==> src/include/sptc_regs.vh <==
/*
 * register offsets, field positions, reset values and timing counts of the
 * serial transfer controller.
 * assumes: included by bare name from the design files under src/.
 */
// Overview of operation
// - as master a transfer starts when software writes the data register and ends when the done flag sets.
// - as slave with phase 0 a transfer runs from select going low until select returns high.
// - as slave with phase 0 the byte is moved and the done flag set at the middle of the eighth clock, transfer still running.
// - as slave with phase 1 the transfer begins at the first clock edge to active level and ends when the done flag sets.
// - a data register write during a transfer raises the write collision flag in either role.
// - with interrupt enable set, done or mode fault with its imask_q bit set raises the interrupt; never while enable is 0 or the global mask is 1.
// - while the system enable is set, port D lines 2 to 5 belong to the serial function.
// - with the system enable clear no transfer runs and no serial pin function is active.
// - as master with direction bit 5 set, port D line 5 is a general output, not the select input.
// - the open drain select applies to all port D lines: 1 open drain, 0 push pull.
`ifndef SPTC_REGS_VH
`define SPTC_REGS_VH

// ****************************************************************
// register offsets
// ****************************************************************
`define SPTC_ADDR_CTRL     4'h0
`define SPTC_ADDR_STAT     4'h1
`define SPTC_ADDR_DATA     4'h2
`define SPTC_ADDR_PDIR     4'h3
`define SPTC_ADDR_PDOUT    4'h4
`define SPTC_ADDR_PDIN     4'h5
`define SPTC_ADDR_IMASK    4'h6

// ****************************************************************
// control fields
// ****************************************************************
`define SPTC_CTRL_IE       7
`define SPTC_CTRL_SE       6
`define SPTC_CTRL_OD       5
`define SPTC_CTRL_MSTR     4
`define SPTC_CTRL_CPOL     3
`define SPTC_CTRL_CLOCK_PHASE_SEL     2
`define SPTC_CTRL_RST      8'h04

// ****************************************************************
// status fields
// ****************************************************************
`define SPTC_STAT_DONE     7
`define SPTC_STAT_WCOL     6
`define SPTC_STAT_MODE_FAULT_FLAG     4
`define SPTC_STAT_BUSY     0

// ****************************************************************
// timing: serial clock half period in ns, divided down from 100 ns
// ****************************************************************
`define SPTC_CLK_NS        100
`define SPTC_HALF_NS       400
`define SPTC_HALF_CYC      (`SPTC_HALF_NS / `SPTC_CLK_NS)
`define SPTC_BITS          4'h8

`endif

==> src/sptc_shifter.v <==
/*
 * eight bit shift register, msb first, with parallel load.
 * assumes: sample and shift strobes come one cycle apart from the controller.
 */
`timescale 1ns/1ps
`default_nettype none
module sptc_shifter (
   // clock and reset
   input  wire       ref_clk_in,
   input  wire       sys_rst_in,
   // control
   input  wire       load_in,
   input  wire [7:0] load_data_in,
   input  wire       sample_in,
   input  wire       shift_in,
   input  wire       serial_in,
   // state
   output reg  [7:0] shift_out,
   output reg        bit_q_out
);
   always @(posedge ref_clk_in or posedge sys_rst_in) begin
      if (sys_rst_in) begin
         shift_out <= 8'h00;
         bit_q_out <= 1'b0;
      end else if (load_in) begin
         shift_out <= load_data_in;
      end else begin
         if (sample_in)
            bit_q_out <= serial_in;
         if (shift_in)
            shift_out <= {shift_out[6:0], bit_q_out};
      end
   end
endmodule
`default_nettype wire

==> src/sptc_sync2.v <==
/*
 * two flip-flop synchroniser for one level from outside the clock domain.
 * assumes: nothing reads the first stage except the second.
 */
`timescale 1ns/1ps
`default_nettype none
module sptc_sync2 (
   // clock and reset
   input  wire ref_clk_in,
   input  wire sys_rst_in,
   // level
   input  wire d_in,
   output reg  q_out
);
   reg meta_q;
   always @(posedge ref_clk_in or posedge sys_rst_in) begin
      if (sys_rst_in) begin
         meta_q <= 1'b0;
         q_out  <= 1'b0;
      end else begin
         meta_q <= d_in;
         q_out  <= meta_q;
      end
   end
endmodule
`default_nettype wire

==> src/sptc_top.v <==
/*
 * serial transfer controller: master or slave byte transfers over port D
 * lines 2..5 (miso, mosi, sck, select), register port, status interrupt.
 * assumes: register strobes on ref_clk_in; all pins are asynchronous and
 * are synchronised here; the pad logic resolves pin levels from enables.
 */
// Strobed register access and the placing of the registers were decided locally.
`timescale 1ns/1ps
`default_nettype none
`include "sptc_regs.vh"
module sptc_top (
   // clock and reset
   input  wire       ref_clk_in,
   input  wire       sys_rst_in,
   // register port
   input  wire [3:0] reg_addr_in,
   input  wire [7:0] reg_wdata_in,
   input  wire       reg_wr_in,
   input  wire       reg_rd_in,
   output reg  [7:0] reg_rdata_out,
   // processor
   input  wire       cpu_irq_mask_in,
   output reg        irq_out,
   // port D pads
   input  wire [5:0] portd_pin_in,
   output reg  [5:0] portd_pin_out,
   output reg  [5:0] portd_pin_oe_out
);
   // ****************************************************************
   // states
   // ****************************************************************
   localparam [2:0] ST_IDLE = 3'b001;
   localparam [2:0] ST_RUN  = 3'b010;
   localparam [2:0] ST_TAIL = 3'b100;
   localparam [31:0] HALF_FULL = `SPTC_HALF_CYC;
   localparam [7:0]  HALF_CYC  = HALF_FULL[7:0];

   function is_wr;
      input [3:0] a;
      begin
         is_wr = reg_wr_in && (reg_addr_in == a);
      end
   endfunction

   // ****************************************************************
   // registers
   // ****************************************************************
   reg  [7:0] ctrl_q;
   reg  [5:0] pdir_q;
   reg  [5:0] pdout_q;
   reg  [7:0] rxbuf_q;
   reg  [7:0] imask_q;
   reg        done_q, wcol_q, mode_fault_flag_q;
   reg  [2:0] st_q;
   reg  [3:0] bit_cnt_q;
   reg  [7:0] div_q;
   reg        sck_int_q;
   reg        sck_prev_q;
   reg        ss_prev_q;
   reg        shift_pend_q;
   wire [5:0] pin_s;
   wire [7:0] shreg;
   wire       rx_bit;

   genvar gi;
   generate
      for (gi = 0; gi < 6; gi = gi + 1) begin : g_sync
         sptc_sync2 u_sync (
            .ref_clk_in (ref_clk_in),
            .sys_rst_in (sys_rst_in),
            .d_in       (portd_pin_in[gi]),
            .q_out      (pin_s[gi])
         );
      end
   endgenerate

   wire enable  = ctrl_q[`SPTC_CTRL_SE];
   wire master  = ctrl_q[`SPTC_CTRL_MSTR];
   wire cpol    = ctrl_q[`SPTC_CTRL_CPOL];
   wire clock_phase_sel    = ctrl_q[`SPTC_CTRL_CLOCK_PHASE_SEL];
   wire busy    = (st_q != ST_IDLE);
   // line 5 is a plain output for a master with direction bit 5 set
   wire ss_gpo  = master && pdir_q[5];
   wire ss_n    = (enable && !ss_gpo) ? pin_s[5] : 1'b1;
   wire sck_in  = pin_s[4];
   wire sck_act = master ? (sck_int_q ^ cpol) : (sck_in ^ cpol);
   wire sck_p   = master ? (sck_prev_q ^ cpol) : (sck_prev_q ^ cpol);
   wire sck_now = master ? sck_int_q : sck_in;
   wire lead    = sck_act && !sck_p;
   wire trail   = !sck_act && sck_p && (sck_now != sck_prev_q);
   wire lead_e  = lead && (sck_now != sck_prev_q);
   // phase 0 samples on leading, phase 1 on trailing edges
   wire samp_e  = busy && (clock_phase_sel ? trail : lead_e);
   wire data_wr = is_wr(`SPTC_ADDR_DATA);
   wire m_start = enable && master && data_wr && !busy;
   wire s_start = enable && !master && !busy &&
                  (clock_phase_sel ? (!ss_n && lead_e)
                        : (!ss_n && ss_prev_q));
   wire mfault  = enable && master && !ss_gpo && !ss_n;
   wire byte_done = samp_e && (bit_cnt_q == 4'h7);
   wire miso_in = master ? pin_s[2] : pin_s[3];

   sptc_shifter u_shift (
      .ref_clk_in   (ref_clk_in),
      .sys_rst_in   (sys_rst_in),
      .load_in      (m_start || (!master && !busy && data_wr)),
      .load_data_in (reg_wdata_in),
      .sample_in    (samp_e),
      .shift_in     (shift_pend_q),
      .serial_in    (miso_in),
      .shift_out    (shreg),
      .bit_q_out    (rx_bit)
   );

   // ****************************************************************
   // transfer state machine
   // ****************************************************************
   always @(posedge ref_clk_in or posedge sys_rst_in) begin
      if (sys_rst_in) begin
         st_q         <= ST_IDLE;
         bit_cnt_q    <= 4'h0;
         div_q        <= 8'h00;
         sck_int_q    <= 1'b0;
         sck_prev_q   <= 1'b0;
         ss_prev_q    <= 1'b1;
         shift_pend_q <= 1'b0;
      end else begin
         sck_prev_q   <= sck_now;
         ss_prev_q    <= ss_n;
         shift_pend_q <= samp_e;
         if (!enable || mfault) begin
            st_q      <= ST_IDLE;
            bit_cnt_q <= 4'h0;
            sck_int_q <= 1'b0;
            div_q     <= 8'h00;
         end else begin
            case (st_q)
               ST_IDLE: begin
                  sck_int_q <= 1'b0;
                  bit_cnt_q <= 4'h0;
                  div_q     <= 8'h00;
                  if (m_start || s_start)
                     st_q <= ST_RUN;
               end
               ST_RUN: begin
                  if (master) begin
                     if (div_q == HALF_CYC - 8'h01) begin
                        div_q <= 8'h00;
                        if (!(clock_phase_sel == 1'b0 && bit_cnt_q == `SPTC_BITS))
                           sck_int_q <= ~sck_int_q;
                     end else begin
                        div_q <= div_q + 8'h01;
                     end
                  end
                  if (samp_e)
                     bit_cnt_q <= bit_cnt_q + 4'h1;
                  // eighth sample ends a master or phase 1 slave
                  if (byte_done)
                     st_q <= (!master && !clock_phase_sel) ? ST_TAIL : ST_IDLE;
               end
               ST_TAIL: begin
                  if (ss_n)
                     st_q <= ST_IDLE;
               end
               default: st_q <= ST_IDLE;
            endcase
            // slave phase 0: select released early aborts the byte
            if (!master && !clock_phase_sel && ss_n && st_q == ST_RUN)
               st_q <= ST_IDLE;
         end
      end
   end

   // ****************************************************************
   // control and status registers
   // ****************************************************************
   wire done_set = shift_pend_q && (bit_cnt_q == `SPTC_BITS) && enable;
   always @(posedge ref_clk_in or posedge sys_rst_in) begin
      if (sys_rst_in) begin
         ctrl_q  <= `SPTC_CTRL_RST;
         pdir_q  <= 6'h00;
         pdout_q <= 6'h00;
         rxbuf_q <= 8'h00;
         imask_q <= 8'hff;
         done_q  <= 1'b0;
         wcol_q  <= 1'b0;
         mode_fault_flag_q  <= 1'b0;
      end else begin
         if (is_wr(`SPTC_ADDR_CTRL))
            ctrl_q <= reg_wdata_in;
         if (is_wr(`SPTC_ADDR_PDIR))
            pdir_q <= reg_wdata_in[5:0];
         if (is_wr(`SPTC_ADDR_PDOUT))
            pdout_q <= reg_wdata_in[5:0];
         if (is_wr(`SPTC_ADDR_IMASK))
            imask_q <= reg_wdata_in;
         // byte moves to the read buffer as the last bit is shifted in
         if (done_set) begin
            rxbuf_q <= {shreg[6:0], rx_bit};
         end
         // flags clear by writing one; a set in the same cycle wins
         done_q <= done_set | (done_q &
                   ~(is_wr(`SPTC_ADDR_STAT) & reg_wdata_in[`SPTC_STAT_DONE]));
         wcol_q <= (data_wr & busy) | (wcol_q &
                   ~(is_wr(`SPTC_ADDR_STAT) & reg_wdata_in[`SPTC_STAT_WCOL]));
         mode_fault_flag_q <= mfault | (mode_fault_flag_q &
                   ~(is_wr(`SPTC_ADDR_STAT) & reg_wdata_in[`SPTC_STAT_MODE_FAULT_FLAG]));
         if (mfault) begin
            ctrl_q[`SPTC_CTRL_SE]   <= 1'b0;
            ctrl_q[`SPTC_CTRL_MSTR] <= 1'b0;
         end
      end
   end

   // ****************************************************************
   // read port, interrupt and pads
   // ****************************************************************
   wire [7:0] stat = {done_q, wcol_q, 1'b0, mode_fault_flag_q, 3'b000, busy};
   reg  [7:0] rd_d;
   always @* begin
      case (reg_addr_in)
         `SPTC_ADDR_CTRL:  rd_d = ctrl_q;
         `SPTC_ADDR_STAT:  rd_d = stat;
         `SPTC_ADDR_DATA:  rd_d = rxbuf_q;
         `SPTC_ADDR_PDIR:  rd_d = {2'b00, pdir_q};
         `SPTC_ADDR_PDOUT: rd_d = {2'b00, pdout_q};
         `SPTC_ADDR_PDIN:  rd_d = {2'b00, pin_s};
         `SPTC_ADDR_IMASK: rd_d = imask_q;
         default:          rd_d = 8'h00;
      endcase
   end

   // serial function drives: 2 miso (slave), 3 mosi (master), 4 sck (master)
   reg [5:0] val_d;
   reg [5:0] drv_d;
   always @* begin
      val_d = pdout_q;
      drv_d = pdir_q;
      if (enable) begin
         val_d[2] = shreg[7];
         drv_d[2] = !master && !ss_n;
         val_d[3] = shreg[7];
         drv_d[3] = master;
         val_d[4] = sck_int_q ^ cpol;
         drv_d[4] = master;
         drv_d[5] = ss_gpo;
      end
   end

   always @(posedge ref_clk_in or posedge sys_rst_in) begin
      if (sys_rst_in) begin
         reg_rdata_out    <= 8'h00;
         irq_out          <= 1'b0;
         portd_pin_out    <= 6'h00;
         portd_pin_oe_out <= 6'h00;
      end else begin
         reg_rdata_out <= reg_rd_in ? rd_d : 8'h00;
         irq_out <= ctrl_q[`SPTC_CTRL_IE] && !cpu_irq_mask_in &&
                    |((stat & 8'h90) & imask_q);
         portd_pin_out <= val_d;
         // open drain drives only lows; a high is released
         if (ctrl_q[`SPTC_CTRL_OD])
            portd_pin_oe_out <= drv_d & ~val_d;
         else
            portd_pin_oe_out <= drv_d;
      end
   end
endmodule
`default_nettype wire

==> config.mk <==
export PLATFORM = sky130hd
export DESIGN_NAME = sptc_top
export DESIGN_NICKNAME = d
export VERILOG_FILES = /design/src/sptc_shifter.v /design/src/sptc_sync2.v /design/src/sptc_top.v
export VERILOG_INCLUDE_DIRS = /design/src /design/src/include
export SDC_FILE = /design/constraint.sdc
export NUM_CORES = 1
export LEC_CHECK = 0
export BUFFER_PORTS_ARGS = -buffer_cell sky130_fd_sc_hd__clkbuf_2
export CORE_UTILIZATION = 55
export CTS_CLUSTER_DIAMETER = 100
export CTS_CLUSTER_SIZE = 20
export DETAILED_ROUTE_END_ITERATION = 6
export PLACE_DENSITY_LB_ADDON = 0.1
export SETUP_SLACK_MARGIN = 0.4
export SLEW_MARGIN = 10
export SYNTH_ARGS = -nofsm -noshare
export SYNTH_HDL_FRONTEND = slang
export SYNTH_HIERARCHICAL = 1
export SYNTH_SLANG_ARGS = --single-unit
==> constraint.sdc <==
create_clock -name ref_clk_in -period 7.09 [get_ports ref_clk_in]
set_input_delay 1.418 -clock ref_clk_in [delete_from_list [all_inputs] [get_ports ref_clk_in]]
set_output_delay 1.418 -clock ref_clk_in [all_outputs]
set_load 0.005 [all_outputs]
# Word-level counts from Yosys, hierarchy flattened
# Index checks and enable logic that the tools add are counted.
dict set report op_classes {
  n_bitwise 22
  n_mux 35
  n_reduce_logical 57
  eq_ne 21
  n_addsub 2
}
# cell n
set ops {}
lappend ops {{$pmux W8 S7} 1}
lappend ops {{$mux W8} 6}
lappend ops {{$logic_and A1 B1 Y1} 35}
lappend ops {{$mux W3} 7}
lappend ops {{$eq A4 B3 Y1 const B} 4}
lappend ops {{$pmux W8 S2} 1}
lappend ops {{$mux W1} 12}
lappend ops {{$mux W4} 3}
lappend ops {{$ne A3 B3 Y1 const B} 4}
lappend ops {{$logic_not A1 Y1} 9}
lappend ops {{$pmux W3 S3} 1}
lappend ops {{$add A8 B1 Y8 const B} 1}
lappend ops {{$and A8 B8 Y8} 1}
lappend ops {{$eq A4 B2 Y1 const B} 2}
lappend ops {{$eq A8 B2 Y1 const B} 1}
lappend ops {{$ne A4 B4 Y1 const B} 2}
lappend ops {{$pmux W4 S2} 1}
lappend ops {{$reduce_or A8 Y1} 1}
lappend ops {{$and A1 B1 Y1} 7}
lappend ops {{$mux W7} 1}
lappend ops {{$and A6 B6 Y6} 1}
lappend ops {{$mux W6} 1}
lappend ops {{$not A1 Y1} 6}
lappend ops {{$not A6 Y6} 1}
lappend ops {{19 further kinds} 28}
dict set report totals {
  wordCells 171
  reg_bits 100
}

# Longest topological paths before layout
# Gate-level depths: netlist of the first run.
dict set report depth {
  depth_word 13
  ltp_mapped 7
  depth_no_buf 6
}

# Hierarchy
# The synthesis of the first run kept the hierarchy.
# module cells_per_inst area_each_um2 n_inst
set by_module_without_submodules {}
lappend by_module_without_submodules {sptc_top 330 3791.1 1}
lappend by_module_without_submodules {sptc_shifter 38 412.9 1}
lappend by_module_without_submodules {sptc_sync2 3 53.8 6}

# Worst setup path before layout of the first run
# OpenSTA, ideal clock, no wires.
dict set report synth_path {
  path_kind {input to register}
  startpoint {in reg_addr_in[1]}
  endpoint {reg u_shift.bit_q_out}
  arrival_time_ns 2.902
  path_stages 6
  required_ns 6.965
  setup_slack_ns 4.063
  setup_ns 0.125
  path_cell_list {clkbuf_1 clkbuf_1 nand4b_1 a211oi_1 nor2b_1 mux2_4}
}
dict set report synth_between {
  elab_chain_cells 7
  word_cells_on_any_way 8
  cone_classes {eq/ne: 1; bitwise: 1; reduce/logical: 6}
}
# element line
set synth_lines {}
lappend synth_lines {{start, declared} sptc_top.v:16} ;# input wire [3:0] reg_addr_in,
lappend synth_lines {{$eq A4 B2 Y1 (*)} sptc_top.v:41} ;# is_wr = reg_wr_in && (reg_addr_in == a);
lappend synth_lines {{$logic_and A1 B1 Y1 (*)} sptc_top.v:41}
lappend synth_lines {{$logic_and A1 B1 Y1 (2 in series)} sptc_top.v:95} ;# wire m_start = enable && master && data_wr && !busy;
lappend synth_lines {{$logic_or A1 B1 Y1 (*)} sptc_top.v:106} ;# .load_in (m_start || (!master && !busy && data_wr)),
lappend synth_lines {{$not A1 Y1 (no source line) (*)} --}
lappend synth_lines {{$reduce_and A2 Y1 (no source line) (*)} --}
lappend synth_lines {{end signal, assigned} sptc_shifter.v:29} ;# bit_q_out <= serial_in;
lappend synth_lines {{end, declared} sptc_shifter.v:19} ;# output reg bit_q_out
# Every way passes the cells marked *; elsewhere a longest branch is shown, timed or not.
# A chain may end at the register's enable or synchronous reset.

# Worst setup path after layout of the first run
dict set report layout_path {
  startpoint {in reg_addr_in[1]}
  endpoint {reg ctrl_q[3]}
}
dict set report layout_between {
  elab_chain_cells 2
}
# element line
set layout_lines {}
lappend layout_lines {{$logic_not A4 Y1} sptc_top.v:41}
lappend layout_lines {{$logic_and A1 B1 Y1} sptc_top.v:41}
lappend layout_lines {{end signal, assigned} sptc_top.v:180} ;# ctrl_q <= `SPTC_CTRL_RST;
lappend layout_lines {{end signal, assigned} sptc_top.v:190} ;# ctrl_q <= reg_wdata_in;
lappend layout_lines {{end, declared} sptc_top.v:48} ;# reg [7:0] ctrl_q;
# No other way between the ends.

==> summary.txt, run 1 <==
Pwr
  – Clk pwr share: 0.241
  – Psw: 474 uW
  – Leak: 2.26 nW
  – Flop pwr share: 0.553
  – Combinational share of power: 0.206
  – Cell Pwr Density: 290 mW/mm^2
  – Internal power component: 978 uW
  – Pwr Total: between 1 and 1.5 mW
  – Worst VDD drop: 0.000145 V
  – Switching share of power: 0.327

Yosys
  – Compound-Gate Fraction of Synth Area: 0.121
  – Avg Cell Area, Syn: about 12 um^2
  – EDFF count, synth: 0
  – Register bit count reported by yosys: 100
  – Mapped cell area: 0.00453 mm^2
  – Post-synthesis sequential area ratio: 0.556
  – Largest family of logic cells by synthesized area: multiplexers
  – Adder-cell share of the synthesized area: 0.00829
  – Mapped Nets: 412
  – Synth Flop Type: dfrtp_1
  – Mapped Cells: between 300 and 400
  – Asr flop ratio synth: 1.00
  – Synth Area in Simple Gates: 0.126
  – Synth warn: 6
  – Multiplexer area fraction after synthesis: 0.154
  – Synth cell types: ~60
  – Xor and xnor area share after synthesis: 0.00387

Critical path
  – WP data required: 7.35 ns
  – Crit path DAT: between 3 and 4 ns
  – CP endpoint kind: flip-flop
  – Startpoint Class: input pin
  – R2r setup slk: 4.54 ns
  – CP Max Fanout: 25
  – WS Path Type: input pin to flip-flop
  – Worst R2R End: div_q[2]
  – Reg2reg start: ctrl_q[6]
  – R2R depth: 4

Global routing
  – Vias in the first global route: between 3,000 and 4,000
  – Largest net degree at the start of global routing: 80
  – Total Routing Usage GR: 0.253
  – Global-route wire length before repair: 16.4 mm
  – Total grt overflow: 0
  – Initial antenna violation count: 0

Finish
  – ANT cells: 0
  – Share of cells above drive strength 1: 0.296
  – Register Area: 0.00252 mm^2
  – Util after Layout: 0.638
  – P&R area growth vs syn: 10.6%
  – Nets: 453
  – Fill count: 628
  – Multi-input gate area: 0.00187 mm^2

Min path
  – Min-Delay Path Depth: 0
  – WHS Endpoint: g_sync[2].u_sync/q_out
  – Hold Path Class: flip-flop to flip-flop
  – Hold Crit Start: g_sync[2].u_sync/meta_q

Detailed routing
  – Post-DR wirelength/cell: 18.4 um
  – DR vias: 3,185
  – Total Wirelength: around 10 mm
  – DRT iter0 DRCs: about 260
  – Vias per cell: 5.96
  – Routed Antenna Nets: 0
  – Drc violations: 0
  – First drt pass iteration count: 5

Clock tree
  – Resized cells post-CTS: 0
  – CTS Hold Bufs: 0
  – Num Clock Sinks: 100
  – Maximum clock path buffer count: 2
  – H-Tree Depth: 3
  – Num CTS Buffers: 9
  – CTS root buffer: clkbuf_8
  – CTS tree: yes
  – Clk pin slew, worst setup/hold paths: ~0.10 ns
  – Clk_lat worst skew: 0.37 ns
  – Post-CTS Setup Repair Bufs: 0

STA
  – Tightest Pin Transition: 1.14 ns
  – Final Worst Setup Slack: 4.33 ns
  – Sum Neg Setup Slack: 0 ns
  – Crit path time final: 2.76 ns
  – Max-slew headroom: 0.236
  – Slew Viols, Final: 0
  – RSZ-0062 raised after global routing: false
  – Final Setup Violations: 0
  – Hold Slack: 0.358 ns
  – Hold Violations, Final: 0
  – Period utilisation layout: 0.389
  – Highest Clock Rate: 362 MHz
  – Layout Skew: 0.00920 ns

Die
  – I/O pin total: 44
  – Die W: 92.7 um
  – Site row count: 32
  – Die area: 0.00860 mm^2
  – Die Ht: 92.7 um
  – Core area: 0.00785 mm^2
  – Initial Utilization: 0.577

Place
  – RD Place Congestion: 0.867
  – Pre-CTS WS: roughly 3.9 ns
  – Port Buffer Count: 43
  – Post-DP HPWL: between 7 and 8 mm

Outcome
  – Status: finished clean

Run
  – Max cap viols: 0
Yosys cell counts (all sizes together), types with 5 or more instances:
cell    count  area (um^2)
clkbuf      9         33.8
nor2       27          101
mux2i      22          220
inv        18         67.6
dfstp      11          289
nand2      32          128
a211oi      6         45.0
nor3       10         61.3
a21oi      10         50.1
a22oi       6         45.0
nand3       9         45.0
dfrtp      89         2230
o21ai      17         85.1
o22ai       5         31.3
buf         6         37.5
mux2       40          454
registers in the layout, summed over array words and instances (netlist names), 3 cells and up:
register / count
g_sync.u_sync/q_out: 6
bit_cnt_q: 4
reg_rdata_out: 8
portd_pin_oe_out: 6
u_shift/shift_out: 8
pdout_q: 6
ctrl_q: 8
pdir_q: 6
rxbuf_q: 8
st_q: 3
portd_pin_out: 6
g_sync.u_sync/meta_q: 6
imask_q: 8
div_q: 8
routing by layer:
layer	up-vias	GRT usage	part of all wire
li1	1476	-	-
met1	1581	0.368	0.48
met2	105	0.372	0.45
met3	23	0.0517	0.051
met4	0	0.104	0.023
met5	-	0	0
power by group through the flow:
stage / Sequential (mW) / Clock (mW) / Combinational [mW]
floorplan: 0.758 / 0 / 0.229
global placement: 0.808 / 0 / 0.290
detailed placement: 0.811 / 0 / 0.298
CTS: 0.800 / 0.363 / 0.299
global route: 0.815 / 0.383 / 0.335
finish: 0.803 / 0.350 / 0.299
worst max path at each step:
stage | end | slack [ns] | from
after global routing | ctrl_q[3] | 4.19 | reg_addr_in[1]
after CTS | ctrl_q[3] | 4.36 | reg_addr_in[1]
after global placement | u_shift/bit_q_out | 4.01 | reg_addr_in[1]
after detailed placement | ctrl_q[0] | 3.94 | reg_addr_in[1]
final | ctrl_q[3] | 4.33 | reg_addr_in[1]
after floorplan | bit_cnt_q[0] | 3.67 | sys_rst_in
critical path: stages:
cell and delay [ns]:
clkbuf_2 0.34, nor2_1 0.54, nand2_1 0.36, mux2_2 0.36
area by class of cell:
type / instances / area share
clock buffers: 10 / 0.0275
clock inverters: 6 / 0.0108
inverters: 18 / 0.0135
multi-input cells: 253 / 0.374
flip-flops and latches: 100 / 0.503
well taps: 102 / 0.0255
repair buffers: 45 / 0.0460
metrics by stage:
stage | instance area, um^2 | cells
3_3_place_gp | 4810 | 518
4_1_cts | 5000 | 534
6_report | 5000 | 534
3_5_place_dp | 4810 | 518
5_1_grt | 5000 | 534
2_1_floorplan | 4530 | 386
cell families after synthesis:
group | Yosys count
and+or+nand+nor | 109
DFF | 100
buffers and inverters | 33
AOI/OAI and AO/OA | 76
adders and majority gates | 3
muxes | 63
xor gates and xnor gates | 2
cell usage in the layout, fill, tap and decap left out, types with 4 or more instances in the layout:
master,synthesis,layout
mux2i_1,22,22
mux2_2,39,39
and3_1,4,4
nor2_1,27,27
nor3_1,9,9
o22ai_1,5,5
a211oi_1,6,6
clkbuf_2,0,43
dfrtp_1,89,89
a311oi_1,4,4
dfstp_2,11,11
a21oi_1,10,10
a31oi_1,4,4
clkbuf_8,0,10
a22oi_1,6,6
o21ai_0,16,16
nor3b_1,4,4
nor2b_1,4,4
nand2_1,31,31
nand3_1,9,9
inv_1,18,17
No activity file was read; power rests on OpenSTA's default activity.
==> run 2: changes to the inputs <==
--- a/config.mk
+++ b/config.mk
@@ -6,8 +6,9 @@
 export SDC_FILE = /design/constraint.sdc
 export NUM_CORES = 1
 export LEC_CHECK = 0
+export ABC_AREA = 1
 export BUFFER_PORTS_ARGS = -buffer_cell sky130_fd_sc_hd__clkbuf_2
-export CORE_UTILIZATION = 55
+export CORE_UTILIZATION = 53
 export CTS_CLUSTER_DIAMETER = 100
 export CTS_CLUSTER_SIZE = 20
 export DETAILED_ROUTE_END_ITERATION = 6
==> constraint.sdc (replaced) <==
create_clock -name ref_clk_in -period 2.3 [get_ports ref_clk_in]
set_input_delay 0.46 -clock ref_clk_in [delete_from_list [all_inputs] [get_ports ref_clk_in]]
set_output_delay 0.46 -clock ref_clk_in [all_outputs]
set_load 0.005 [all_outputs]
==> run 2 against run 1 <==
Net effect: worst hold slack got worse by 0.33 ns; clock-buffer cell count increased by 1; sequential power increased to 2.9 times the previous value; first-iteration DRC count decreased by 13%; clock power increased to 3.6 times the previous value; design area increased by 2.5%.
==> summary.txt, run 2 <==
Detailed routing
  – Post-DR wirelength/cell: 15.6 um (-15%)
  – Drc violations: 0 (unchanged)
  – DR vias: 3,644 (+14%)
  – Vias per cell: 5.47 (-8.3%)
  – Total Wirelength: 10.4 mm (+5.6%)
  – Routed Antenna Nets: 0 (unchanged)
  – DRT iter0 DRCs: 228 (-13%)
  – First drt pass iteration count: 5 (unchanged)

Min path
  – Hold Path Class: input pin to async pin

Clock tree
  – Post-CTS Setup Repair Bufs: 0 (unchanged)
  – H-Tree Depth: 3 (unchanged)
  – CTS Hold Bufs: 0 (unchanged)
  – Resized cells post-CTS: 0 (unchanged)
  – CTS root buffer: clkbuf_8
  – Num CTS Buffers: 9 (unchanged)
  – Clk_lat worst skew: 0.37 ns (about the same)
  – CTS tree: yes
  – Clk pin slew, worst setup/hold paths: 0.10 ns (about the same)
  – Maximum clock path buffer count: 2 (unchanged)
  – Num Clock Sinks: 100 (unchanged)

Die
  – Die area: 0.00900 mm^2 (+4.6%)
  – I/O pin total: 44 (unchanged)
  – Die Ht: 94.9 um (+2.3%)
  – Initial Utilization: 0.551 (-0.0263)
  – Core area: 0.00830 mm^2 (+5.8%)
  – Site row count: 33 (+3.1%)
  – Die W: 94.9 um (+2.3%)

Yosys
  – Top cells by count, synth: 119 x nand2_1, 89 x dfrtp_1, 65 x inv_1
  – EDFF count, synth: 0 (unchanged)
  – Top post-synthesis cells by area: dfrtp_1 49%, nand2_1 9.8%, dfstp_2 6.3%
  – Mapped Nets: 533 (+29%)
  – Asr flop ratio synth: 1.00 (unchanged)
  – Post-synthesis sequential area ratio: 0.551 (-0.00517)
  – Leading area contributor after synthesis: dfrtp_1
  – Synth warn: 6 (unchanged)
  – Register bit count reported by yosys: 100 (unchanged)
  – Synth Flop Type: dfrtp_1
  – Mapped cell area: 0.00457 mm^2 (+0.94%)
  – Mapped Cells: 507 (+31%)
  – Cell with the most instances after synthesis: nand2_1
  – Synth cell types: 42 (-29%)
  – Avg Cell Area, Syn: 9.01 um^2 (-23%)
  – Synth top area share: 0.487 (-0.00458)

Finish
  – Cell area after layout: 0.00513 mm^2 (+2.5%)
  – ANT cells: 0 (unchanged)
  – Most frequent cells in the layout: 119 x nand2_1, 88 x dfrtp_1, 64 x inv_1
  – Nets: 582 (+28%)
  – Share of cells above drive strength 1: 0.205 (-0.0913)
  – P&R area growth vs syn: 12.2%
  – Most common cell after layout, fill and taps aside: nand2_1
  – Util after Layout: 0.618 (-0.0198)

Place
  – Post-DP HPWL: 7.75 mm (+9.1%)
  – Post-placement cell area: 0.00490 mm^2 (+1.7%)
  – Port Buffer Count: 43 (unchanged)
  – RD Place Congestion: 0.868 (+0.15%)

STA
  – Period utilisation layout: 0.717
  – Hold Violations, Final: 0 (unchanged)
  – Sum Neg Setup Slack: 0 ns (unchanged)
  – Crit path time final: 1.65 ns
  – Layout Skew: 0.0173 ns (+0.00812 ns)
  – Slew Viols, Final: 0 (unchanged)
  – RSZ-0062 raised after global routing: false
  – Max-slew headroom: 0.642 (+0.406)
  – Tightest Pin Transition: 0.536 ns (-0.608 ns)
  – Highest Clock Rate: 607 MHz
  – Final Setup Violations: 0 (unchanged)

Global routing
  – Global-route wire length before repair: 17.1 mm (+4.1%)
  – Largest net degree at the start of global routing: 44 (-45%)
  – Total grt overflow: 0 (unchanged)
  – Initial antenna violation count: 0 (unchanged)
  – Vias in the first global route: 3,443 (+9.0%)
  – Total Routing Usage GR: 0.255 (+0.00147)

Pwr
  – Pwr Total: 4.51 mW (+210%)
  – Worst VDD drop: 0.000423 V (+190%)
  – Cell Pwr Density: 880 mW/mm^2 (+200%)
  – Leak: 2.54 nW (+13%)

Critical path
  – Startpoint Class: flip-flop
  – Crit path DAT: 1.91 ns (-1.11 ns)
  – CP endpoint kind: flip-flop
  – CP Max Fanout: 10 (-60%)
  – WS Path Type: flip-flop to flip-flop
  – R2R depth: 6 (+2)
  – WP data required: 2.56 ns (-4.79 ns)

Run
  – Max cap viols: 0 (unchanged)

Outcome
  – Status: finished clean
## run 2: logic make-up (layout without fill, tap and decap cells)
logic type / Yosys count / in the layout / share of synthesized area
simple gates: 221 / 221 / 0.220
buf+inv: 83 / 137 / 0.0794
xor+xnor: 2 / 2 / 0.00383
compound gates: 90 / 90 / 0.118
mux: 8 / 8 / 0.0197
flops: 100 / 100 / 0.551
fa+ha+maj: 3 / 3 / 0.00822
## run 2: per-stage QoR
stage / hold WS [ns] / instances / worst slack [ns]
after CTS: 0.0268 / 666 / 0.512
after global placement: 0.334 / 650 / 0.553
after detailed placement: 0.335 / 650 / 0.514
final: 0.0241 / 666 / 0.651
after global routing: 0.0390 / 666 / 0.558
after floorplan: 0.201 / 507 / 0.794
## run 2: critical path, cell delays in order, from the launching register on
cell and delay [ns]:
dfstp_2 0.58, nand3_2 0.21, a211oi_2 0.25, buf_4 0.24
inv_4 0.08, nand3_1 0.09, nand3_1 0.10
## run 2: final timing paths
kind,startpoint,to,slack [ns]
max reg2reg,st_q[0],u_shift/shift_out[5],0.65
min in group ref_clk_in,portd_pin_in[5],g_sync[5].u_sync/meta_q,0.19
max,st_q[0],u_shift/shift_out[5],0.65
max in group asynchronous,sys_rst_in,st_q[0],1.44
min reg2reg,g_sync[0].u_sync/meta_q,g_sync[0].u_sync/q_out,0.36
min,sys_rst_in,g_sync[1].u_sync/meta_q,0.02
## run 2: metal layers
metal  GRT usage  vias up  wire, um
met5           0        -         0
met4       0.111        0       256
met3      0.0403       19       582
met2       0.400      129      4930
met1       0.350     1748      4610
li1            -     1748         -
## run 2: area by class of cell
| type | instances | area (um^2) |
|---|---|---|
| sequential | 100 | 2520 |
| multi-input combinational | 324 | 1700 |
| clock buffer | 11 | 141 |
| clock inverter | 5 | 83.8 |
| timing repair buffer | 49 | 273 |
| fill | 701 | 3170 |
| tap | 105 | 131 |
| inverter | 72 | 282 |
## run 2: power breakdown
part | internal, mW | switching, mW
Combinational | 0.330 | 0.590
Sequential | 2.10 | 0.242
Clock | 0.647 | 0.612
